--- src/fms_pkg.sv ---
// Purpose: Shared constants and types for the formatter microsequencer core.
// Assumes: 16-bit program words, 10-bit program counter, 8-bit data path.
// Notes:   Instruction fields and the operation set are decoded in fms_core.
package fms_pkg;

  localparam int PC_W      = 10;
  localparam int INSTR_W   = 16;
  localparam int DATA_W    = 8;
  localparam int SCR_DEPTH = 16;
  localparam int SCR_AW    = 4;
  localparam int OUT_N     = 16;
  localparam int IN_N      = 8;
  localparam int MUX_N     = 16;

  // Field positions inside the program word.
  localparam int CTL_LSB    = 12;
  localparam int SEL_BIT    = 11;
  localparam int FN_LSB     = 8;
  localparam int MUXSEL_LSB = 10;

  // Reset values.
  localparam logic [PC_W-1:0]   PC_RESET  = 10'h000;
  localparam logic [DATA_W-1:0] ACC_RESET = 8'h00;

  // Jump test multiplexer inputs and selects.
  localparam logic [3:0] MUX_ZERO     = 4'h0;
  localparam logic [3:0] MUX_TAPE_END = 4'ha;
  localparam logic [3:0] SEL_ALWAYS   = 4'hf;

  // Strobe and scratch pad assignments used by the firmware.
  localparam logic [3:0]        OUT_TIMEBASE  = 4'hc;
  localparam logic [2:0]        IN_WRCMD      = 3'h7;
  localparam logic [3:0]        SCR_WRCMD     = 4'h0;
  localparam logic [3:0]        SCR_DLY_LO    = 4'h1;
  localparam logic [3:0]        SCR_DLY_HI    = 4'h2;
  localparam int                WRCMD_FWD_BIT = 0;
  localparam logic [DATA_W-1:0] WRCMD_MASK    = 8'h3f;

  // Time base preset for a 10 us unit at the 75 ips reference speed.
  localparam logic [DATA_W-1:0] TB_PRESET_10US = 8'hd0;

  typedef enum logic [2:0] {
    FN_CLR,
    FN_OR,
    FN_AND,
    FN_XOR,
    FN_ADD,
    FN_SUB,
    FN_PASS_A,
    FN_SET
  } fms_alu_fn_t;

  typedef enum logic [3:0] {
    OP_IMM_FMT,
    OP_IMM_SCR,
    OP_ACC_FMT,
    OP_ACC_SCR,
    OP_TEST,
    OP_ALU_IMM,
    OP_IN_FMT,
    OP_IN_SCR,
    OP_JUMP,
    OP_CALL,
    OP_RET
  } fms_op_t;

endpackage

--- src/fms_alu_if.sv ---
// Purpose: Carries operands, function and result between core and ALU.
// Assumes: Purely combinational path.
// Notes:   The core drives the operands, the ALU returns result and zero.
`timescale 1ns/1ps
interface fms_alu_if;
  logic [fms_pkg::DATA_W-1:0] a;
  logic [fms_pkg::DATA_W-1:0] b;
  logic [fms_pkg::DATA_W-1:0] r;
  fms_pkg::fms_alu_fn_t       fn;
  logic                       zero;

  modport core (output a, output b, output fn, input r, input zero);
  modport alu  (input a, input b, input fn, output r, output zero);
endinterface

--- src/fms_alu.sv ---
// Purpose: Eight-function ALU with zero detect on the result.
// Assumes: A is the accumulator, B the data bus operand.
// Notes:   Combinational; the core latches result and zero flag.
`timescale 1ns/1ps
module fms_alu (
  // Operand and result bundle
  fms_alu_if.alu bus
);

  always_comb
  begin
    case (bus.fn)
      fms_pkg::FN_CLR:    bus.r = '0;
      fms_pkg::FN_OR:     bus.r = bus.a | bus.b;
      fms_pkg::FN_AND:    bus.r = bus.a & bus.b;
      fms_pkg::FN_XOR:    bus.r = bus.a ^ bus.b;
      fms_pkg::FN_ADD:    bus.r = bus.a + bus.b;
      fms_pkg::FN_SUB:    bus.r = bus.a - bus.b;
      fms_pkg::FN_PASS_A: bus.r = bus.a;
      default:            bus.r = '1;
    endcase
    // Zero detect sees every result bit.
    bus.zero = (bus.r == '0);
  end

endmodule // fms_alu

--- src/fms_core.sv ---
// Purpose: Instruction fetch, decode and execute for the formatter
//          microsequencer.
// Assumes: Asynchronous program ROM read; formatter logic on the same clock.
// Notes:   One instruction per clock, fetched one cycle ahead of execution.
//
// Overview of operation
// - Eleven operations in three classes: transfer, ALU and branch.
// - Transfers go to a numbered output strobe or a scratch location.
// - Immediate byte goes to the bus with strobe, or into scratch.
// - Accumulator goes to the bus, to formatter or scratch by variant.
// - ALU operand comes from immediate, input strobe or scratch pad.
// - ALU gets bus on B, accumulator on A; test ops keep accumulator.
// - Clear zeroes the accumulator; a following OR loads the operand.
// - Zero flag asserts when every ALU result bit is zero.
// - Zero flag is latched on the clock after the ALU operation.
// - Conditional jump takes the target only if the selected input is true.
// - Unconditional jump and call always go to the target.
// - Call saves the return address in one register; nesting overwrites.
// - Return reloads the program counter from the return register.
// - One test input reflects the end of tape marker.
// - Write command byte on input strobe seven; bit 0 is forward.
// - Masked write command byte is kept in scratch location zero.
// - Output strobe twelve presets the time base; delay in S1, S2.
// - Preset 208 gives a 10 us unit at the reference speed.
// - Taken jump or return extends load pulse and blocks next step.
// - Scratch pad holds 16 words of 8 bits.
// - Selector bit routes strobes to scratch pad or strobe decoders.
`timescale 1ns/1ps
module fms_core (
  // Clock and reset
  input  wire logic                         clk,
  input  wire logic                         rstn,
  // Program ROM
  output logic [fms_pkg::PC_W-1:0]          rom_addr,
  input  wire logic [fms_pkg::INSTR_W-1:0]  rom_data,
  // Formatter data bus and strobes
  output logic [fms_pkg::DATA_W-1:0]        fmt_data,
  output logic [fms_pkg::OUT_N-1:0]         out_strobe,
  output logic [fms_pkg::IN_N-1:0]          in_strobe,
  input  wire logic [fms_pkg::DATA_W-1:0]   fmt_in_data,
  // Jump test inputs
  input  wire logic [fms_pkg::MUX_N-1:0]    test_in,
  input  wire logic                         tape_end_test_input,
  // Status
  output logic                              load_jump_address,
  output logic                              zero_flag,
  output logic [fms_pkg::DATA_W-1:0]        acc_bits,
  output logic                              timebase_tick,
  output logic [2*fms_pkg::DATA_W-1:0]      delay_count,
  output logic                              write_cmd_fwd
);

  typedef struct packed {
    logic [fms_pkg::PC_W-1:0]                             pc;
    logic [fms_pkg::INSTR_W-1:0]                          ir;
    logic [fms_pkg::PC_W-1:0]                             ir_pc;
    logic                                                 ir_vld;
    logic                                                 load_jump_address_ext;
    logic [fms_pkg::DATA_W-1:0]                           acc;
    logic                                                 zero;
    logic [fms_pkg::PC_W-1:0]                             ret;
    logic [fms_pkg::SCR_DEPTH-1:0][fms_pkg::DATA_W-1:0]   scr;
    logic [fms_pkg::DATA_W-1:0]                           fdata;
    logic [fms_pkg::OUT_N-1:0]                            ostb;
    logic [fms_pkg::DATA_W-1:0]                           tb_pre;
    logic [fms_pkg::DATA_W-1:0]                           tb_cnt;
    logic                                                 tb_tick;
  } fms_state_t;

  fms_state_t q;
  fms_state_t d;

  fms_alu_if alu_if ();

  fms_alu u_alu (
    .bus (alu_if.alu)
  );

  function automatic fms_pkg::fms_op_t decode(
    input logic [fms_pkg::INSTR_W-1:0] w
  );
    logic sel;
    sel = w[fms_pkg::SEL_BIT];
    // The selector bit steers transfers to scratch pad or strobes.
    casez (w[15:12])
      4'b0000: decode = fms_pkg::OP_TEST;
      4'b0001: decode = fms_pkg::OP_RET;
      4'b001?: decode = sel ? fms_pkg::OP_ACC_SCR : fms_pkg::OP_ACC_FMT;
      4'b0100: decode = fms_pkg::OP_ALU_IMM;
      4'b0101: decode = sel ? fms_pkg::OP_IN_SCR : fms_pkg::OP_IN_FMT;
      4'b011?: decode = sel ? fms_pkg::OP_IMM_SCR : fms_pkg::OP_IMM_FMT;
      4'b10??: decode = fms_pkg::OP_JUMP;
      default: decode = fms_pkg::OP_CALL;
    endcase
  endfunction

  function automatic logic [15:0] onehot16(input logic [3:0] i);
    onehot16 = 16'h0001 << i;
  endfunction

  fms_pkg::fms_op_t           op;
  logic                       exec;
  logic [3:0]                 xfer_addr;
  logic [3:0]                 alu_addr;
  logic [3:0]                 mux_sel;
  logic [fms_pkg::MUX_N-1:0]  test_vec;
  logic                       is_branch;
  logic                       taken;
  logic [fms_pkg::DATA_W-1:0] db;
  logic                       alu_class;
  logic                       to_fmt;
  logic                       tb_preset;
  logic [15:0]                in_hot;

  always_comb
  begin
    op        = decode(q.ir);
    exec      = q.ir_vld && !q.load_jump_address_ext;
    xfer_addr = {q.ir[12], q.ir[10:8]};
    alu_addr  = q.ir[3:0];
    mux_sel   = q.ir[13:10];
    test_vec  = test_in;
    test_vec[fms_pkg::MUX_ZERO]     = q.zero;
    test_vec[fms_pkg::MUX_TAPE_END] = tape_end_test_input;
    is_branch = (op == fms_pkg::OP_JUMP) || (op == fms_pkg::OP_CALL);
    // The always select bypasses the multiplexer entirely.
    taken = exec && ((is_branch && (mux_sel == fms_pkg::SEL_ALWAYS
                                    || test_vec[mux_sel]))
                     || op == fms_pkg::OP_RET);
    alu_class = (op == fms_pkg::OP_TEST) || (op == fms_pkg::OP_ALU_IMM)
                || (op == fms_pkg::OP_IN_FMT) || (op == fms_pkg::OP_IN_SCR);
    to_fmt = (op == fms_pkg::OP_IMM_FMT) || (op == fms_pkg::OP_ACC_FMT);
    case (op)
      fms_pkg::OP_IMM_FMT, fms_pkg::OP_IMM_SCR,
      fms_pkg::OP_TEST, fms_pkg::OP_ALU_IMM: db = q.ir[7:0];
      fms_pkg::OP_ACC_FMT, fms_pkg::OP_ACC_SCR: db = q.acc;
      fms_pkg::OP_IN_FMT: db = fmt_in_data;
      fms_pkg::OP_IN_SCR: db = q.scr[alu_addr];
      default: db = '0;
    endcase
    tb_preset = exec && to_fmt && (xfer_addr == fms_pkg::OUT_TIMEBASE);
    in_hot = onehot16({1'b0, alu_addr[2:0]});
    in_strobe = (exec && op == fms_pkg::OP_IN_FMT) ? in_hot[7:0] : '0;
  end

  // The ALU sees the accumulator on A and the data bus on B.
  always_comb
  begin
    alu_if.a  = q.acc;
    alu_if.b  = db;
    alu_if.fn = fms_pkg::fms_alu_fn_t'(q.ir[fms_pkg::FN_LSB +: 3]);
  end

  always_comb
  begin
    d          = q;
    d.ostb     = '0;
    d.tb_tick  = 1'b0;
    d.ir       = rom_data;
    d.ir_pc    = q.pc;
    d.ir_vld   = 1'b1;
    d.load_jump_address_ext = taken;
    d.pc       = q.pc + 10'h001;
    if (taken)
    begin
      if (op == fms_pkg::OP_RET)
      begin
        d.pc = q.ret;
      end
      else
      begin
        d.pc = q.ir[fms_pkg::PC_W-1:0];
      end
      if (op == fms_pkg::OP_CALL)
      begin
        d.ret = q.ir_pc + 10'h001;
      end
    end
    if (exec)
    begin
      case (op)
        fms_pkg::OP_IMM_FMT, fms_pkg::OP_ACC_FMT:
        begin
          d.fdata = db;
          d.ostb  = onehot16(xfer_addr);
        end
        fms_pkg::OP_IMM_SCR, fms_pkg::OP_ACC_SCR:
        begin
          d.scr[xfer_addr] = db;
        end
        fms_pkg::OP_TEST:
        begin
          d.zero = alu_if.zero;
        end
        fms_pkg::OP_ALU_IMM, fms_pkg::OP_IN_FMT, fms_pkg::OP_IN_SCR:
        begin
          d.zero = alu_if.zero;
          d.acc  = alu_if.r;
        end
        default:
        begin
          d.zero = q.zero;
        end
      endcase
    end
    // Time base reloads its preset and ticks once per period.
    if (tb_preset)
    begin
      d.tb_pre = db;
      d.tb_cnt = db;
    end
    else if (q.tb_cnt == '0)
    begin
      d.tb_tick = 1'b1;
      d.tb_cnt  = q.tb_pre;
    end
    else
    begin
      d.tb_cnt = q.tb_cnt - 8'h01;
    end
  end

  always_ff @(posedge clk)
  begin
    if (!rstn)
    begin
      q        <= '0;
      q.pc     <= fms_pkg::PC_RESET;
      q.acc    <= fms_pkg::ACC_RESET;
      q.tb_pre <= fms_pkg::TB_PRESET_10US;
      q.tb_cnt <= fms_pkg::TB_PRESET_10US;
    end
    else
    begin
      q <= d;
    end
  end

  always_comb
  begin
    rom_addr          = q.pc;
    fmt_data          = q.fdata;
    out_strobe        = q.ostb;
    load_jump_address = taken || q.load_jump_address_ext;
    zero_flag         = q.zero;
    acc_bits          = q.acc;
    timebase_tick     = q.tb_tick;
    delay_count       = {q.scr[fms_pkg::SCR_DLY_HI],
                         q.scr[fms_pkg::SCR_DLY_LO]};
    // Firmware keeps the masked write command byte in location zero.
    write_cmd_fwd = q.scr[fms_pkg::SCR_WRCMD][fms_pkg::WRCMD_FWD_BIT];
  end
endmodule // fms_core

--- config.mk ---
export PLATFORM = sky130hd
export DESIGN_NAME = fms_core
export DESIGN_NICKNAME = d
export VERILOG_FILES = /design/src/fms_pkg.sv /design/src/fms_alu_if.sv /design/src/fms_alu.sv /design/src/fms_core.sv
export SDC_FILE = /design/constraint.sdc
export NUM_CORES = 1
export LEC_CHECK = 0
export ABC_CLOCK_PERIOD_IN_PS = 10500
export BUFFER_PORTS_ARGS = -buffer_cell sky130_fd_sc_hd__buf_2
export CAP_MARGIN = 30
export CORE_MARGIN = 3
export CORE_UTILIZATION = 45
export DETAILED_ROUTE_END_ITERATION = 12
export HOLD_SLACK_MARGIN = 0.12
export REMOVE_ABC_BUFFERS = 1
export SLEW_MARGIN = 20
export SYNTH_ARGS = -nofsm -noshare
export SYNTH_HDL_FRONTEND = slang
export SYNTH_SLANG_ARGS = --single-unit
--- constraint.sdc ---
create_clock -name clk -period 10.5 [get_ports clk]
set_input_delay 1.05 -clock clk [delete_from_list [all_inputs] [get_ports clk]]
set_output_delay 1.05 -clock clk [all_outputs]
set_load 0.01 [all_outputs]
==> Word level (Yosys, flattened, before mapping) <==
Index checks and enable logic that the tools add are counted.
{ "word_totals": {"in_bits": 43, "output_inout_bits": 70, "register_bits": 226} }
{ "classes": {"muxes": 30, "order_cmp": 4, "bitwise_logic": 4, "eq_ne": 24, "reduce_logical": 31, "add_sub_neg": 5, "shifts": 2} }
{ "op_table": {"columns": ["cell", "count"], "rows": [
  ["$mux W190", 1],
  ["$mux W152", 1],
  ["$bwmux W128", 1],
  ["$mux W128", 1],
  ["$mux W8", 7],
  ["$pmux W8 S7", 1],
  ["$mux W10", 4],
  ["$bmux W8 S4", 1],
  ["$demux W8 S4", 1],
  ["$pmux W8 S4", 1],
  ["$pmux W4 S7", 1],
  ["$eq A4 B3 Y1 const B", 6],
  ["$mux W24", 1],
  ["$add A10 B1 Y10 const B", 2],
  ["$eq A4 B4 Y1 const B", 5],
  ["$logic_not A8 Y1", 2],
  ["$shl A1 B4 Y16 const A", 1],
  ["$lt A4 B5 Y1 const B", 3],
  ["$reduce_and A2 Y1", 5],
  ["$eq A3 B2 Y1 const B", 3],
  ["$eq A3 B3 Y1 const B", 3],
  ["$mux W9", 1],
  ["$add A8 B8 Y8", 1],
  ["$and A8 B8 Y8", 1],
  ["22 further kinds", 46]
]} }

==> Longest topological paths before layout <==
{ "depth": {"ltp_word": 11, "mapped_depth": 21, "depth_no_buf": 18} }

==> By module <==
A second synthesis with hierarchy kept.
{ "unflattened": {"hier_cells": 1215, "area_unflattened_um2": 11028.1} }
{ "by_module_without_submodules": {"columns": ["module", "cells_each", "area_each_um2", "n_inst"], "rows": [
  ["fms_core", 1065, 9920.8, 1],
  ["fms_alu", 150, 1107.3, 1]
]} }

==> Worst setup path after synthesis <==
No wires, ideal clock.
{ "synth_path": {"path_kind": "register to register", "start": "reg q[215] in the netlist's numbering", "end": "reg q, in the netlist zero_flag", "path_stages_with_launch": 21, "setup_ps": 145, "t_arrival_ps": 4289, "setup_slack_ps": 6065, "path_cell_list": "dfxtp_1 buf_2 nor4bb_1 buf_2 nand2_2 or4_1 o211ai_2 clkinv_1 clkbuf_1 ha_1 nand2_1 o21a_1 ha_1 nor2b_1 o21ai_0 a21oi_1 o41ai_1 xnor3_1 a2111o_1 o21ai_2 o32ai_1"} }
{ "synth_between": {"elab_chain_cells": 8, "elab_cells_between_ends": 28, "classes_between": "2 x add/sub; 13 x eq/ne; 3 x mux; 3 x bitwise; 7 x reduce/logical"} }
{ "synth_rtl": {"columns": ["element", "line", "source"], "rows": [
  ["from (decl)", "fms_core.sv:70", "fms_state_t q;"],
  ["$eq A4 B3 Y1, or another cell as far along", "fms_core.sv:85", "casez (w[15:12])"],
  ["$pmux W4 S7 (*)", "fms_core.sv:85", null],
  ["$eq A4 B3 Y1, or another cell as far along", "fms_core.sv:133", "case (op)"],
  ["$reduce_or A4 Y1 or $reduce_or A2 Y1 (tied branches)", "fms_core.sv:133", null],
  ["$pmux W8 S4 (*)", "fms_core.sv:133", null],
  ["via alu_if.b (one bit)", "fms_alu_if.sv:7", "logic [fms_pkg::DATA_W-1:0] b;"],
  ["$sub A8 B8 Y8, or another cell as far along", "fms_alu.sv:18", "fms_pkg::FN_SUB: bus.r = bus.a - bus.b;"],
  ["$pmux W8 S7 (*)", "fms_alu.sv:12", "case (bus.fn)"],
  ["$logic_not A8 Y1 (*)", "fms_alu.sv:23", "bus.zero = (bus.r == '0);"]
]} }
Mark *: on every way through the listed nets, which the timed path passes. The rest lies on a longest branch.
A chain may end at the register's enable or synchronous reset.

==> Worst setup path after layout <==
{ "layout_path": {"start": "reg q, in the netlist mux_sel[2]", "end": "reg q, in the netlist zero_flag"} }
{ "layout_between": {"elab_chain_cells": 8, "elab_cells_between_ends": 25, "classes_between": "2 x add/sub; 10 x eq/ne; 3 x mux; 3 x bitwise; 7 x reduce/logical"} }
{ "layout_rtl": {"columns": ["element", "line"], "rows": [
  ["$eq A4 B3 Y1, or another cell as far along", "fms_core.sv:85"],
  ["$pmux W4 S7 (*)", "fms_core.sv:85"],
  ["$eq A4 B3 Y1, or another cell as far along", "fms_core.sv:133"],
  ["$reduce_or A4 Y1 or $reduce_or A2 Y1 (tied branches)", "fms_core.sv:133"],
  ["$pmux W8 S4 (*)", "fms_core.sv:133"],
  ["via alu_if.b (one bit)", "fms_alu_if.sv:7"],
  ["$sub A8 B8 Y8, or another cell as far along", "fms_alu.sv:18"],
  ["$pmux W8 S7 (*)", "fms_alu.sv:12"],
  ["$logic_not A8 Y1 (*)", "fms_alu.sv:23"]
]} }
Marked as above.

==> results.py <==
metrics = {
    "status": {
        "outcome": "finished clean",
    },
    "cells_and_area": {
        "fin_nets": 1286,
        "stdcell_count": 1553,
        "final_util": 0.519,
        "area_growth_pct": 12.7,
        "layout-drive-gt1-share": 0.201,
        "antenna_cells": 0,
    },
    "sta": {
        "rsz0062_at_grt": "no",
        "setup_tns_ns": 0,
        "clock.fmax_mhz": 175,
        "slew_headroom": 0.442,
        "period_share": 0.545,
        "worstMarginPinSlew_ns": 0.831,
        "finalMaxSlewViolations": 0,
        "setup_violations": 0,
        "finalClockSkew_ns": 0.0221,
        "timing.final.crit_period_ns": 5.73,
        "final-hold-violation-count": 0,
        "fin_hold_ws_ns": 0.457,
    },
    "setup_path": {
        "arrival_ns": 6.11,
        "rr_worst_depth": 18,
        "cp.required_ns": 10.89,
        "critPathMaxFanout": 20,
        "crit_type": "reg2reg",
        "worstReg2RegStart": "mux_sel[2]",
        "cp-start-kind": "flip-flop",
        "worst_setup_path_end_kind": "flip-flop",
        "r2r_end": "zero_flag",
        "r2r_slack_ns": 4.77,
        "crit_start": "mux_sel[2]",
        "endpoint": "zero_flag",
    },
    "logic_synthesis": {
        "seq_area_frac_synth": 0.415,
        "ys_ff_latch": 226,
        "synthArstFlopShare": 0,
        "synth_edf_count": 0,
        "syn_avg_cell_area_sq_um": 9.14,
        "synth_area_leaders": "dfxtp_1, a211oi_1, nor2_1",
        "synth_cells": 1193,
        "synth_area_sq_mm": 0.0109,
        "synth_common_cells": "dfxtp_1, nor2_1, a211oi_1, clkbuf_1, buf_4",
        "ys_warn_count": 0,
        "yosys.area.top_type": "dfxtp_1",
        "synth_cell_types": 70,
        "synthFlopType": "dfxtp_1",
        "synth_top_area_frac": 0.415,
    },
    "clocking": {
        "cts_setup_buffers": 0,
        "tritoncts": "done",
        "holdBufCountCts": 0,
        "htree_levels": 1,
        "clockBufferDepth": 3,
        "cts_resized": 0,
        "worstSkewPairLatency_ns": 0.54,
        "numCtsBuffers": 26,
        "path_clk_slew_ns": 0.06,
        "clock-root-buffer": "clkbuf_16",
        "cts_num_sinks": 226,
    },
    "power_and_ir_drop": {
        "pwr-share-comb": 0.099,
        "peakVddDrop_v": 0.0000994,
        "clock_power_share": 0.467,
        "p_sw_frac": 0.245,
        "seq_power_share": 0.434,
        "p_leak_nw": 4.56,
        "switching_power_uw": 506,
        "p_int_mw": 1.56,
        "p_per_area_mw_per_mm2": 168,
    },
    "floorplanning": {
        "coreArea_sq_mm": 0.0237,
        "fp.dieH_um": 162,
        "start_util": 0.461,
        "die_w_um": 162,
        "dieArea_sq_mm": 0.0261,
        "ios": 113,
        "rows": 56,
    },
    "placement": {
        "placedCellCount": 1502,
        "gp_congestion": 0.798,
        "io_buffers": 110,
        "dpl.hpwl_mm": 18.8,
    },
    "routing": {
        "drcViolationCount": 0,
        "wire_per_inst_um": 18.1,
        "via_per_inst": 5.44,
        "drt_iter0_drc": 554,
        "via_count": 8455,
        "drt_pass1_iterations": 4,
        "ant_nets": 0,
        "drt-total-wl_mm": 28.1,
    },
    "global_routing": {
        "grt_pass1_vias": 8146,
        "grt_pass1_wl_mm": 44.6,
        "grt_overflow": 0,
        "antenna_found_initial": 0,
        "grt_max_degree": 74,
        "grt_util_all_layers": 0.211,
    },
    "job": {
        "cap_violations": 0,
    },
    "worst_hold_path": {
        "hold_class": "reg2reg",
    },
}
-- final cells by class --
class | instances | area [sq um]
clock buffer | 36 | 748
fill | 2279 | 11400
clock inverter | 12 | 179
timing repair buffer | 148 | 861
tap | 319 | 399
inverter | 30 | 115
multi-input combinational | 782 | 5460
sequential | 226 | 4530
-- layout by cell type, fill, tap and decap left out, types with 20 or more instances in the layout --
cell type / count
a211oi_1: 168
a21oi_1: 23
and2_1: 28
buf_2: 111
buf_4: 35
clkbuf_16: 26
dfxtp_1: 224
ha_1: 28
inv_1: 27
mux2i_1: 28
mux4_2: 33
nand2_1: 42
nor2_1: 226
nor3_1: 20
-- metrics by stage --
step / power [mW] / instance area [sq um] / setup WS (ns)
after floorplan: 1.05 / 10100 / 4.86
after global placement: 1.11 / 11200 / 4.84
after detailed placement: 1.12 / 11300 / 4.78
after CTS: 2.08 / 12300 / 4.77
after global routing: 2.14 / 12300 / 4.43
final: 2.06 / 12300 / 4.77
-- worst min path at each step --
stage                     slack [ns]  cells after the start  endpoint   from
after floorplan                 0.43                      2     q[16]  q[16]
after global placement          0.44                      2     q[12]  q[12]
after detailed placement        0.45                      2     q[12]  q[12]
after CTS                       0.46                      2     q[12]  q[12]
after global routing            0.47                      2     q[12]  q[12]
final                           0.46                      2     q[12]  q[12]
-- kinds of logic after synthesis --
family / synth area share
muxes: 0.0990
DFF: 0.415
xor gates and xnor gates: 0.0245
and+or+nand+nor: 0.166
adders and majority gates: 0.0339
AOI/OAI and AO/OA: 0.174
buffers and inverters: 0.0876
-- layer usage --
metal	up-vias	global-route usage	wire, um
met5	-	0	0
met4	0	0.0415	507
met1	4015	0.307	13700
li1	4232	-	-
met3	34	0.0281	1190
met2	174	0.339	12700
-- worst max-delay path, cell delays in order, from the launching register on --
cell,delay (ns)
dfxtp_1,0.62
nor4bb_1,0.27
buf_4,0.20
nand2_2,0.14
or4_1,0.65
o211ai_2,0.19
clkinv_1,0.75
ha_1,0.60
nand2_1,0.05
o21a_1,0.13
ha_1,0.26
nor2b_1,0.13
o21ai_0,0.21
a21oi_1,0.14
o41ai_1,0.33
xnor3_1,0.30
a2111o_1,0.41
o21ai_2,0.09
o32ai_1,0.11
-- power by group through the flow --
stage | combinational, mW | clock, mW | sequential (mW)
after floorplan | 0.126 | 0 | 0.921
after global placement | 0.199 | 0 | 0.914
after detailed placement | 0.203 | 0 | 0.914
after CTS | 0.204 | 0.979 | 0.896
after global routing | 0.226 | 1.02 | 0.899
final | 0.204 | 0.963 | 0.896
No activity file was read; power rests on OpenSTA's default activity.
